[src/verilog/pll_ref_regs.svh]
// How it works
// - Mode 001 runs crystal, feeds reference counter
// - Crystal mode plus power save halts counter
// - Mode zero stops the crystal oscillator
// - Mode seven divides reference output by 16
// - Mode three passes reference one to one
// - Reset mode gives divide by eight
// - Mode two keeps input, disables output
// - Prescaler divides 65 low, 64 high
// - Normal sense: sink leading, source lagging
// - Inverted sense: source leading, sink lagging
// - Pump floats when deselected or power save
// - Pulse pair outputs follow lead, swap inverted
// - Pulse pair held high when off
// - Lock indicator ANDs pulse pair outputs
// - Lock indicator gated, low after reset
// - Three bits set pump current, both highs max
// - Select bit chooses pump or pulse pair
// - Sense bit swaps polarity, clears at reset
// - Lock enable clear forces indicator low
`ifndef PLL_REF_REGS_SVH
`define PLL_REF_REGS_SVH

`define ADDR_REF_MODE       12'h000
`define ADDR_CONFIG         12'h004
`define ADDR_STATUS         12'h008

`define REF_MODE_W          3
`define REF_MODE_XTAL_OFF   3'h0
`define REF_MODE_XTAL_RUN   3'h1
`define REF_MODE_OUT_OFF    3'h2
`define REF_MODE_DIV1       3'h3
`define REF_MODE_DIV2       3'h4
`define REF_MODE_DIV4       3'h5
`define REF_MODE_DIV8       3'h6
`define REF_MODE_DIV16      3'h7
`define REF_MODE_RESET      3'h6

`define HALF_DIV2           4'h1
`define HALF_DIV4           4'h2
`define HALF_DIV8           4'h4
`define HALF_DIV16          4'h8

`define CFG_W               8
`define CFG_RESET           8'h00
`define CFG_SENSE_INVERT    7
`define CFG_DETECTOR_SELECT 6
`define CFG_LOCK_ENABLE     5
`define CFG_POWER_SAVE      4
`define CFG_CURRENT_HI      3
`define CFG_CURRENT_LO      2
`define CFG_CURRENT_STEP    1
`define CFG_WRITE_MASK      8'hFE

`define CUR_FINE_BASE       7'h46
`define CUR_FINE_STEP       7'h0A
`define CUR_COARSE_STEP     7'h19

`define PRESC_MOD_HIGH      7'h40
`define PRESC_MOD_LOW       7'h41
`define PRESC_HALF          7'h20

`endif

[src/verilog/pll_ref_pkg.sv]
`default_nettype none
package pll_ref_pkg;
`include "pll_ref_regs.svh"

    typedef enum logic [1:0] {
        PFD_IDLE,
        PFD_REF_AHEAD,
        PFD_VCO_AHEAD,
        PFD_BOTH
    } pfd_state_t;

    typedef struct packed {
        logic [`REF_MODE_W-1:0] ref_mode;
        logic [`CFG_W-1:0]      cfg;
        logic                   osc_prev;
        logic                   ref_prev;
        logic                   vco_prev;
        logic [3:0]             div_cnt;
        logic                   div_out;
        pfd_state_t             pfd;
        logic                   cp_drive;
        logic                   cp_oe;
        logic                   phi_r;
        logic                   phi_v;
        logic                   lock;
        logic                   osc_run;
        logic                   ref_cnt_en;
        logic [6:0]             cp_current;
        logic                   pready;
        logic                   pslverr;
        logic [31:0]            prdata;
    } top_state_t;

    typedef struct packed {
        logic       vco_prev;
        logic       mod_low;
        logic [6:0] cnt;
        logic       out;
    } presc_state_t;

endpackage : pll_ref_pkg
`default_nettype wire

[src/verilog/prescale_if.sv]
`timescale 1ns/1ps
`default_nettype none
interface prescale_if;
    logic vco_in;
    logic modulus_select;
    logic prescale_out;

    modport core
    (
        input  vco_in,
        input  modulus_select,
        output prescale_out
    );

    modport top
    (
        output vco_in,
        output modulus_select,
        input  prescale_out
    );
endinterface : prescale_if
`default_nettype wire

[src/verilog/pll_ref_and_phase_detect.sv]
// The APB slave port and the register addresses were chosen for this implementation.
`timescale 1ns/1ps
`default_nettype none
`include "pll_ref_regs.svh"
module pll_ref_and_phase_detect
(
    input  wire logic        pclk,
    input  wire logic        presetn,
    input  wire logic        psel,
    input  wire logic        penable,
    input  wire logic        pwrite,
    input  wire logic [11:0] paddr,
    input  wire logic [31:0] pwdata,
    input  wire logic [3:0]  pstrb,
    output logic      [31:0] prdata,
    output logic             pready,
    output logic             pslverr,
    input  wire logic        osc_input,
    input  wire logic        divided_reference_pulse,
    input  wire logic        divided_vco_pulse,
    input  wire logic        vco_input,
    input  wire logic        modulus_select,
    output logic             divided_osc_output,
    output logic             osc_run,
    output logic             ref_count_enable,
    output logic             charge_pump_output,
    output logic             charge_pump_oe,
    output logic      [6:0]  charge_pump_current,
    output logic             phi_r,
    output logic             phi_v,
    output logic             lock_indicator,
    output logic             prescaler_output
);
    pll_ref_pkg::top_state_t s_r;
    pll_ref_pkg::top_state_t s_nxt;
    prescale_if              presc();

    logic                    setup;
    logic                    access;
    logic                    osc_rise;
    logic                    ref_rise;
    logic                    vco_rise;
    logic [3:0]              half;
    logic                    divide_mode;
    logic                    sense_invert;
    logic                    detector_select;
    logic                    lock_enable;
    logic                    power_save;
    logic [1:0]              cur_code;
    logic                    ref_flag;
    logic                    vco_flag;
    logic                    vco_leads;
    logic                    vco_lags;
    logic                    mapped;

    assign presc.vco_in         = vco_input;
    assign presc.modulus_select = modulus_select;

    dual_modulus_prescaler u_presc
    (
        .pclk    (pclk),
        .presetn (presetn),
        .link    (presc)
    );

    always_comb
    begin
        s_nxt = s_r;
        setup = psel & ~penable;
        access = psel & penable & s_r.pready;
        mapped = (paddr == `ADDR_REF_MODE) | (paddr == `ADDR_CONFIG)
               | (paddr == `ADDR_STATUS);

        // Register writes at the access edge
        if (access & pwrite & pstrb[0])
        begin
            if (paddr == `ADDR_REF_MODE)
            begin
                s_nxt.ref_mode = pwdata[`REF_MODE_W-1:0];
            end
            else if (paddr == `ADDR_CONFIG)
            begin
                s_nxt.cfg = pwdata[`CFG_W-1:0] & `CFG_WRITE_MASK;
            end
        end

        // Answer one cycle after setup
        s_nxt.pready = setup;
        s_nxt.pslverr = setup & ~mapped;
        s_nxt.prdata = 32'h0000_0000;
        if (setup & ~pwrite)
        begin
            case (paddr)
                `ADDR_REF_MODE:
                begin
                    s_nxt.prdata[`REF_MODE_W-1:0] = s_r.ref_mode;
                end
                `ADDR_CONFIG:
                begin
                    s_nxt.prdata[`CFG_W-1:0] = s_r.cfg;
                end
                `ADDR_STATUS:
                begin
                    s_nxt.prdata[0] = s_r.osc_run;
                    s_nxt.prdata[1] = s_r.ref_cnt_en;
                    s_nxt.prdata[2] = s_r.div_out;
                    s_nxt.prdata[3] = s_r.lock;
                    s_nxt.prdata[4] = s_r.cp_oe;
                    s_nxt.prdata[5] = s_r.cp_drive;
                    s_nxt.prdata[6] = s_r.phi_r;
                    s_nxt.prdata[7] = s_r.phi_v;
                    s_nxt.prdata[14:8] = s_r.cp_current;
                    s_nxt.prdata[16:15] = s_r.pfd;
                    s_nxt.prdata[17] = presc.prescale_out;
                end
                default:
                begin
                    s_nxt.prdata = 32'h0000_0000;
                end
            endcase
        end

        sense_invert = s_nxt.cfg[`CFG_SENSE_INVERT];
        detector_select = s_nxt.cfg[`CFG_DETECTOR_SELECT];
        lock_enable = s_nxt.cfg[`CFG_LOCK_ENABLE];
        power_save = s_nxt.cfg[`CFG_POWER_SAVE];
        cur_code = {s_nxt.cfg[`CFG_CURRENT_HI], s_nxt.cfg[`CFG_CURRENT_LO]};

        // Oscillator and reference counter control
        s_nxt.osc_run = (s_nxt.ref_mode == `REF_MODE_XTAL_RUN);
        s_nxt.ref_cnt_en = (s_nxt.ref_mode != `REF_MODE_XTAL_OFF)
                         & ~power_save;

        // Reference output divider
        osc_rise = osc_input & ~s_r.osc_prev;
        s_nxt.osc_prev = osc_input;
        divide_mode = 1'b1;
        case (s_nxt.ref_mode)
            `REF_MODE_DIV2:
            begin
                half = `HALF_DIV2;
            end
            `REF_MODE_DIV4:
            begin
                half = `HALF_DIV4;
            end
            `REF_MODE_DIV8:
            begin
                half = `HALF_DIV8;
            end
            `REF_MODE_DIV16:
            begin
                half = `HALF_DIV16;
            end
            default:
            begin
                half = `HALF_DIV2;
                divide_mode = 1'b0;
            end
        endcase
        if (s_nxt.ref_mode == `REF_MODE_DIV1)
        begin
            s_nxt.div_cnt = 4'h0;
            s_nxt.div_out = osc_input;
        end
        else if (divide_mode)
        begin
            if (osc_rise)
            begin
                if (s_r.div_cnt >= half - 4'h1)
                begin
                    s_nxt.div_cnt = 4'h0;
                    s_nxt.div_out = ~s_r.div_out;
                end
                else
                begin
                    s_nxt.div_cnt = s_r.div_cnt + 4'h1;
                end
            end
        end
        else
        begin
            // Crystal modes and the disabled-output mode keep it low
            s_nxt.div_cnt = 4'h0;
            s_nxt.div_out = 1'b0;
        end

        // Phase frequency detector
        ref_rise = divided_reference_pulse & ~s_r.ref_prev;
        vco_rise = divided_vco_pulse & ~s_r.vco_prev;
        s_nxt.ref_prev = divided_reference_pulse;
        s_nxt.vco_prev = divided_vco_pulse;
        case (s_r.pfd)
            pll_ref_pkg::PFD_REF_AHEAD:
            begin
                if (vco_rise)
                begin
                    s_nxt.pfd = pll_ref_pkg::PFD_BOTH;
                end
            end
            pll_ref_pkg::PFD_VCO_AHEAD:
            begin
                if (ref_rise)
                begin
                    s_nxt.pfd = pll_ref_pkg::PFD_BOTH;
                end
            end
            pll_ref_pkg::PFD_IDLE,
            pll_ref_pkg::PFD_BOTH:
            begin
                // Both-low cycle is the narrow in-phase pulse
                if (ref_rise & vco_rise)
                begin
                    s_nxt.pfd = pll_ref_pkg::PFD_BOTH;
                end
                else if (ref_rise)
                begin
                    s_nxt.pfd = pll_ref_pkg::PFD_REF_AHEAD;
                end
                else if (vco_rise)
                begin
                    s_nxt.pfd = pll_ref_pkg::PFD_VCO_AHEAD;
                end
                else
                begin
                    s_nxt.pfd = pll_ref_pkg::PFD_IDLE;
                end
            end
            default:
            begin
                s_nxt.pfd = pll_ref_pkg::PFD_IDLE;
            end
        endcase
        if (power_save)
        begin
            s_nxt.pfd = pll_ref_pkg::PFD_IDLE;
        end
        ref_flag = (s_nxt.pfd == pll_ref_pkg::PFD_REF_AHEAD)
                 | (s_nxt.pfd == pll_ref_pkg::PFD_BOTH);
        vco_flag = (s_nxt.pfd == pll_ref_pkg::PFD_VCO_AHEAD)
                 | (s_nxt.pfd == pll_ref_pkg::PFD_BOTH);
        vco_leads = vco_flag & ~ref_flag;
        vco_lags = ref_flag & ~vco_flag;

        // Charge pump: drive 1 sources, drive 0 sinks
        s_nxt.cp_drive = sense_invert ? vco_leads : vco_lags;
        s_nxt.cp_oe = detector_select & ~power_save
                    & (vco_leads | vco_lags);

        // Pulse pair outputs, active low
        if (detector_select | power_save)
        begin
            s_nxt.phi_r = 1'b1;
            s_nxt.phi_v = 1'b1;
        end
        else
        begin
            s_nxt.phi_v = ~(sense_invert ? ref_flag : vco_flag);
            s_nxt.phi_r = ~(sense_invert ? vco_flag : ref_flag);
        end

        s_nxt.lock = lock_enable & s_nxt.phi_r & s_nxt.phi_v;

        // Pump current in percent of maximum
        if (s_nxt.cfg[`CFG_CURRENT_STEP])
        begin
            s_nxt.cp_current = `CUR_COARSE_STEP * (7'({5'h00, cur_code}) + 7'h01);
        end
        else
        begin
            s_nxt.cp_current = `CUR_FINE_BASE
                             + `CUR_FINE_STEP * 7'({5'h00, cur_code});
        end
    end

    always_ff @(posedge pclk or negedge presetn)
    begin
        if (!presetn)
        begin
            s_r <= '0;
            s_r.ref_mode <= `REF_MODE_RESET;
            s_r.cfg <= `CFG_RESET;
            s_r.phi_r <= 1'b1;
            s_r.phi_v <= 1'b1;
            s_r.ref_cnt_en <= 1'b1;
            s_r.cp_current <= `CUR_FINE_BASE;
            s_r.pfd <= pll_ref_pkg::PFD_IDLE;
        end
        else
        begin
            s_r <= s_nxt;
        end
    end

    assign prdata              = s_r.prdata;
    assign pready              = s_r.pready;
    assign pslverr             = s_r.pslverr;
    assign divided_osc_output  = s_r.div_out;
    assign osc_run             = s_r.osc_run;
    assign ref_count_enable    = s_r.ref_cnt_en;
    assign charge_pump_output  = s_r.cp_drive;
    assign charge_pump_oe      = s_r.cp_oe;
    assign charge_pump_current = s_r.cp_current;
    assign phi_r               = s_r.phi_r;
    assign phi_v               = s_r.phi_v;
    assign lock_indicator      = s_r.lock;
    assign prescaler_output    = presc.prescale_out;
endmodule : pll_ref_and_phase_detect
`default_nettype wire

[src/verilog/dual_modulus_prescaler.sv]
`timescale 1ns/1ps
`default_nettype none
`include "pll_ref_regs.svh"
module dual_modulus_prescaler
(
    input  wire logic pclk,
    input  wire logic presetn,
    prescale_if.core  link
);
    pll_ref_pkg::presc_state_t s_r;
    pll_ref_pkg::presc_state_t s_nxt;
    logic                      rise;
    logic [6:0]                last;

    always_comb
    begin
        s_nxt = s_r;
        rise = link.vco_in & ~s_r.vco_prev;
        s_nxt.vco_prev = link.vco_in;
        last = (s_r.mod_low ? `PRESC_MOD_LOW : `PRESC_MOD_HIGH) - 7'h01;
        if (rise)
        begin
            if (s_r.cnt == last)
            begin
                s_nxt.cnt = 7'h00;
                // Modulus taken only at wrap so a cycle is never cut
                s_nxt.mod_low = ~link.modulus_select;
            end
            else
            begin
                s_nxt.cnt = s_r.cnt + 7'h01;
            end
        end
        s_nxt.out = (s_nxt.cnt < `PRESC_HALF);
    end

    always_ff @(posedge pclk or negedge presetn)
    begin
        if (!presetn)
        begin
            s_r <= '0;
        end
        else
        begin
            s_r <= s_nxt;
        end
    end

    assign link.prescale_out = s_r.out;
endmodule : dual_modulus_prescaler
`default_nettype wire

[config.mk]
export PLATFORM = sky130hd
export DESIGN_NAME = pll_ref_and_phase_detect
export DESIGN_NICKNAME = d
export VERILOG_FILES = /design/src/verilog/pll_ref_pkg.sv /design/src/verilog/prescale_if.sv /design/src/verilog/pll_ref_and_phase_detect.sv /design/src/verilog/dual_modulus_prescaler.sv
export VERILOG_INCLUDE_DIRS = /design/src /design/src/verilog
export SDC_FILE = /design/constraint.sdc
export NUM_CORES = 1
export LEC_CHECK = 0
export BUFFER_PORTS_ARGS = -buffer_cell sky130_fd_sc_hd__buf_2
export CAP_MARGIN = 20
export CORE_AREA = 2 2 96 107
export DETAILED_ROUTE_END_ITERATION = 10
export DIE_AREA = 0 0 98 109
export PLACE_DENSITY = 0.59
export SLEW_MARGIN = 10
export SYNTH_ARGS = -nofsm -noshare
export SYNTH_HDL_FRONTEND = slang
export SYNTH_HIERARCHICAL = 1
export SYNTH_SLANG_ARGS = --single-unit
[constraint.sdc]
create_clock -name pclk -period 4 [get_ports pclk]
set_clock_uncertainty 0.15 [all_clocks]
set_input_delay 0.4 -clock pclk [delete_from_list [all_inputs] [get_ports pclk]]
set_output_delay 0.4 -clock pclk [all_outputs]
set_load 0.005 [all_outputs]
==> metrics.txt, run 1 <==
flops & latches, synth=64; setup violators final=0; DR iter-0 viols=61; EDFF count, synth=0; Yosys top cell area share=0.4286; total gr overflow=0; H-tree levels=3; Setup TNS=0 ns; WL met3=362 um; RSZ-0062 raised after global routing=no; crit-path cells=buf_2 > or4_4 > nor4_4 > and3_1 > mux2i_1 > a21oi_1 > ha_1 > nand2b_1 > a21o_1 > a211o_1 > o21ai_1 > nand4b_1 > a31oi_1; nets@finish=424; routed wl met2=3.080 mm; Clk Latency, worst-skew pair=0.34 ns; FF/Latch Area=1612 um2; share of cells above drive strength 1=0.3184; final cell count without fillers=478; Die Width=98 um; height of the die=109 um; Post-DRT Antenna Nets=0; WL final=6.384 mm; Setup WS post-layout=0.6880 ns; asr flop ratio synth=1.000; Netlist cell types=54; Post-synth top flop=dfrtp_1; CTS max path bufs=2; DRC Markers=0; number of global-route vias before repair=2174; Filler Cells Inserted=962; Critical Path AT=3.42 ns; area of the mapped netlist=3269 um2; status=finished, final reports clean; largest cells by area after synthesis=dfrtp_1 43%, buf_4 9.0%, dfstp_2 6.4%; Worst EP required=4.10 ns; largest net degree at the start of global routing=34; Hold Path Class=input pin to flop; worst slew pin tran=0.6963 ns; Final HPWL DP=4.861 mm; initial core utilization=0.3387; Cells after Synth=302; M1 WL=2.858 mm; max capacitance violation total=0; CP startpoint kind=input pin; Root Driver=clkbuf_8; Critical Path Sink Type=flop; Yosys warnings=6; Min Hold Slack=0.02701 ns; wire length per cell=13.36 um; slowest CP cell=or4_4; PortBufs=66; Final min period=3.312 ns; Num Clock Sinks=64; CTS tree=done; crit path max fanout=6; gpl congestion=0.7708; CP top delay family=simple AND/OR/NAND/NOR gates; TritonCTS buffer count=9; first-pass GRT wire length=10.34 mm; slowest stage delay, CP=0.56 ns; I/O pins=108; 1st-pass router iterations=4; fmax=301.9 MHz; cts repair resizes=0; area of the multi-input gates=1324 um2; # diodes=0; PwrDens=463.7 nW/um2; antenna violations before repair=0; Clock Pin Slew Worst Setup and Hold Paths=0.08 ns; placed insts=461; Total GRT Usage=0.1237; largest area contributor in the netlist=dfrtp_1; final hold violation count=0; Area Growth Syn to Fin=14.89%; crit path buf inv count=1; Slew HR=0.5358; final-report max-slew violation count=0; part of the Yosys area used for sequential elements=0.4929; VDD IR max=0.0001513 V; Core Util, Final=0.3892; pre-CTS setup slack=0.3387 ns; Post-CTS Setup Bufs=0; row count=38; period utilization=0.8280; core box area=9652 um2; Area after DPL=3517 um2; Leak=1.913 nW; top layer in use=met4; Vias/cell=4.626; syn_area_per_cell=10.83 um2; Worst Setup Path Type=input pin to flop; finished layout cell area=3756 um2; Die ar.=10680 um2; Vias=2211; Tot Pwr=1.742 mW
[kinds of logic (layout without fill, tap and decap cells)]
group	after synthesis	count (layout)	share of synthesized area
buf+inv	62	105	0.1171
other cells	2	15	0.002297
fa+ha+maj	13	13	0.04975
compound gates	43	43	0.1030
mux	11	11	0.03980
flops	64	64	0.4929
simple gates	99	99	0.1738
xor+xnor	8	8	0.02143
[path summary, 6_finish.rpt]
| path | start | end | slack [ns] | cells after the start |
|---|---|---|---|---|
| worst max-delay path | paddr[9] | s_r[53] | 0.69 | 13 |
| worst min-delay path | divided_vco_pulse | s_r[55] | 0.03 | 1 |
| worst max register to register | pready | s_r[53] | 0.96 | 12 |
| worst min register to register | charge_pump_current[4] | prdata[12] | 0.35 | 1 |
| max in group asynchronous | presetn | charge_pump_current[1] | 2.27 | 3 |
| min in group asynchronous | presetn | prdata[11] | 0.49 | 2 |
[synth_stat cells (2+ instances only)]
master / n
a211o_1: 2
a21oi_1: 8
a22oi_1: 5
a31oi_1: 4
and3_1: 13
buf_2: 3
buf_4: 39
clkbuf_1: 3
conb_1: 2
dfrtp_1: 56
dfstp_2: 8
ha_1: 13
inv_1: 17
mux2_4: 3
mux2i_1: 6
nand2_1: 24
nand2b_1: 7
nand3_1: 10
nand4_1: 2
nand4b_1: 2
nor2_1: 17
nor2b_1: 4
nor3_1: 6
o211a_1: 2
o21ai_0: 3
o21ai_1: 3
o221a_2: 2
o221ai_1: 2
o2bb2ai_1: 3
or2_2: 3
xnor2_1: 3
xor2_1: 5
[area by class of cell]
| type | count | area share |
|---|---|---|
| Timing Repair Buffer | 72 | 0.1006 |
| Inverter | 17 | 0.01699 |
| Tap cell | 120 | 0.03997 |
| Multi-Input combinational cell | 189 | 0.3524 |
| Clock buffer | 10 | 0.03664 |
| Clock inverter | 6 | 0.02432 |
| Sequential cell | 64 | 0.4290 |
[placed cells by master (no fill, tap or decap), types with 3 or more instances in the layout]
master and instances:
a21oi_1 8, a22oi_1 5, a31oi_1 4, and3_1 13
buf_2 66, buf_4 5, clkbuf_8 10, clkinvlp_4 3
conb_1 15, dfrtp_1 56, dfstp_2 8, ha_1 13
inv_1 17, mux2_4 3, mux2i_1 6, nand2_1 24
nand2b_1 7, nand3_1 10, nor2_1 17, nor2b_1 4
nor3_1 6, o21ai_0 3, o21ai_1 3, o2bb2ai_1 3
or2_2 3, xnor2_1 3, xor2_1 5
[power by group]
| part | total [mW] | internal, mW | switching, mW |
|---|---|---|---|
| Combinational | 0.319 | 0.147 | 0.173 |
| Clock | 0.631 | 0.370 | 0.261 |
| Sequential | 0.791 | 0.717 | 0.0747 |
[sequential cells by signal, indices dropped and copies added (netlist names), 7 cells and up]
| register | cells |
|---|---|
| charge_pump_current | 7 |
| prdata | 18 |
| s_r | 19 |
| u_presc/s_r | 9 |
[repair_timing]
action                                 CTS  global route
endpoints found under the hold margin   29             0
hold buffers                             1             0
setup endpoints to repair                0             0
[per-layer routing]
metal | vias to the layer above | GRT usage
li1 | 1095 | -
met1 | 1048 | 0.1544
met2 | 62 | 0.2050
met3 | 6 | 0.03077
met4 | 0 | 0.05357
met5 | - | 0
[worst register-to-register path, cell delays in order (launching register included)]
cell      delay, ns
dfrtp_1        0.34
nand2_1        0.05
nor2_1         0.29
and3_1         0.34
mux2i_1        0.27
a21oi_1        0.11
ha_1           0.27
nand2b_1       0.14
a21o_1         0.17
a211o_1        0.30
o21ai_1        0.23
nand4b_1       0.14
a31oi_1        0.18
Power figures use the tool's default switching activity.
==> inputs of run 2 (changes only) <==
Settings changed: ABC_AREA set to 1, CORE_AREA 2 2 96 107 to 2 2 98 110, DIE_AREA 0 0 98 109 to 0 0 100 112, PLACE_DENSITY 0.59 to 0.6.
Clock period 4 ns to 3 ns, I/O delays scaled along.
==> run 2 against run 1 <==
The flow now finishes with violations (negative hold slack). Clock power rose by 66%. Die area up 4.8%. Wire length grew 4.8%. Critical path depth up 4. Largest power group is now clock.
==> metrics.txt, run 2 <==
status=complete, but fails checks; failing checks=negative hold slack; area of the mapped netlist=3447 um2 (+5.4%); Largest register FFs=19 (unchanged); Setup TNS=0 ns (unchanged); number of global-route vias before repair=2517 (+16%); largest cells by area after synthesis=dfrtp_1 41%, nand2_1 8.8%, buf_4 8.5%; RSZ-0062 raised after global routing=no; final hold violation count=1 (+1); Root Driver=clkbuf_16; crit path max fanout=13 (+7); share of cells above drive strength 1=0.2911 (-0.02732); row count=39 (+2.6%); Worst path most repeated cell=nor2_1; Vias/cell=4.453 (-3.7%); most flop-heavy register=s_r; Netlist cell types=41 (-24%); Yosys top cell area share=0.4065 (-0.02209); GRT Max-Usage Layer=met2; R2R Path Start=pready; placed insts=552 (+20%); Post-DRT Antenna Nets=0 (unchanged); met3 Use GR=0.03766 (+0.006896); Critical Path Sink Type=flop; 1st-pass router iterations=6 (+2); CTS max path bufs=2 (unchanged); GR met1 Demand/Resource=0.1504 (-0.003940); crit-path cells=nand3_1 > nor2_4 > nand3_2 > buf_4 > nand2_1 > nand2_2 > nand2_1 > ha_1 > inv_1 > nor2_1 > nor2_1 > o21ai_0 > nor2_1 > o21ai_1 > nand2_1 > nor2_1 > nor2_1; Clock Pin Slew Worst Setup and Hold Paths=0.05 ns (-0.03 ns); Slew HR=0.4626 (-0.07319); EDFF count, synth=0 (unchanged); largest area contributor in the netlist=dfrtp_1; I/O pins=108 (unchanged); Total GRT Usage=0.1278 (+0.004121); final-report max-slew violation count=0 (unchanged); CP startpoint kind=flop; r2r setup slk=0.44 ns (-0.52 ns); Area Growth Syn to Fin=17.24%; CTS tree=done; DRC Markers=0 (unchanged); part of the Yosys area used for sequential elements=0.4675 (-0.02541); max capacitance violation total=0 (unchanged); Post-synth top flop=dfrtp_1; DR iter-0 viols=107 (+75%); H-tree levels=3 (unchanged); initial core utilization=0.3396 (+0.0008855); finished layout cell area=4041 um2 (+7.6%); period utilization=0.8546; met2 usage=0.2198 (+0.01483); Final min period=2.564 ns; Core Util, Final=0.3982 (+0.009013); final cell count without fillers=574 (+20%); Min Hold Slack=-0.0009845 ns (-0.02799 ns); Post-synth top cells=81 x nand2_1, 56 x dfrtp_1, 44 x inv_1; Cells after Synth=389 (+29%); slowest stage delay, CP=0.37 ns (-0.19 ns); PortBufs=66 (unchanged); gpl congestion=0.8067 (+4.7%); Post-CTS Setup Bufs=0 (unchanged); Worst Setup Path Type=flop to flop; VDD IR max=0.0002845 V (+88%); Final HPWL DP=5.017 mm (+3.2%); height of the die=112 um (+2.8%); first-pass GRT wire length=11.23 mm (+8.5%); Critical Path AT=2.63 ns (-0.79 ns); Hold Path Class=input pin to asynchronous set/reset pin; Clk Latency, worst-skew pair=0.33 ns (about the same); PwrDens=627.9 nW/um2 (+35%); worst slew pin tran=0.8061 ns (+0.1098 ns); Die Width=100 um (+2.0%); FF-to-FF End=divided_osc_output; nets@finish=516 (+22%); WL final=6.689 mm (+4.8%); largest net degree at the start of global routing=65 (+91%); total gr overflow=0 (unchanged); core box area=10150 um2 (+5.2%); antenna violations before repair=1 (+1); R2R cell count=17 (+5); Vias=2556 (+16%); flops & latches, synth=64 (unchanged); asr flop ratio synth=1.000 (unchanged); wire length per cell=11.65 um (-13%); Num Clock Sinks=64 (unchanged); setup violators final=0 (unchanged); Worst EP required=3.07 ns (-1.03 ns); Filler Cells Inserted=1005 (+4.5%); syn_area_per_cell=8.861 um2 (-18%); slowest CP cell=dfrtp_1; Die ar.=11200 um2 (+4.8%); Area after DPL=3682 um2 (+4.7%); count leader, synth=nand2_1; fmax=390.0 MHz; Yosys warnings=6 (unchanged); commonest non-fill, non-tap cell in the layout=nand2_1; TritonCTS buffer count=9 (unchanged); Leak=2.179 nW (+14%); most frequent cells in the layout=81 x nand2_1, 66 x buf_2, 56 x dfrtp_1
## run 2: logic make-up (layout without fill, tap and decap cells)
family	count (synthesis)	count (layout)	synth area share
fa+ha+maj	13	13	0.04719
buf+inv	96	144	0.1554
mux	1	1	0.004354
flops	64	64	0.4675
simple gates	181	181	0.2610
compound gates	28	28	0.05227
xor+xnor	4	4	0.01016
other cells	2	16	0.002179
## run 2: critical path: cells and delay by family, from the launching register on
| family | cells | cell delay [ns] |
|---|---|---|
| AO/OA/AOI/OAI | 2 | 0.40 |
| AND/OR/NAND/NOR | 12 | 1.07 |
| flip-flops | 1 | 0.37 |
| adder cells (fa/ha/maj) | 1 | 0.29 |
| buffers and inverters | 2 | 0.17 |
## run 2: layout make-up
class / count / area (um2) / area share
Multi-Input combinational cell: 242 / 1349 / 0.3337
Tap cell: 123 / 153.9 / 0.03808
Timing Repair Buffer: 76 / 417.9 / 0.1034
Clock inverter: 6 / 67.56 / 0.01672
Antenna cell: 1 / 2.502 / 0.0006192
Clock buffer: 10 / 239.0 / 0.05913
Inverter: 52 / 200.2 / 0.04954
Sequential cell: 64 / 1612 / 0.3988
## run 2: worst max path at each step
stage | startpoint | endpoint | cells past startpoint
finish | pready | divided_osc_output | 17
global route | pready | divided_osc_output | 17
CTS | pready | divided_osc_output | 17
detailed placement | paddr[3] | divided_osc_output | 19
global placement | paddr[3] | divided_osc_output | 19
floorplan | paddr[9] | divided_osc_output | 18
## run 2: timing repair
action,4_1_cts,5_1_grt
resized for setup,0,1
hold buffers,5,0
endpoints found under the setup margin,0,1
endpoints found under the hold margin,5,0
## run 2: stage by stage
stage          setup slack (ns)  power [mW]
2_1_floorplan            0.4552       1.369
3_3_place_gp             0.1900       1.482
3_5_place_dp             0.1589       1.504
4_1_cts                  0.3589       2.575
5_1_grt                 0.06098       2.689
6_report                 0.4361       2.538
## run 2: report_power, final
group,internal (mW),leakage (nW),switching [mW],total [mW]
Sequential,0.955,0.810,0.0585,1.01
Combinational,0.192,1.22,0.285,0.477
Clock,0.667,0.145,0.380,1.05
## run 2: routing by layer
metal / up-vias / wire (um)
li1: 1285 / -
met1: 1187 / 2826
met2: 72 / 3327
met3: 12 / 427
met4: 0 / 108
met5: - / 0
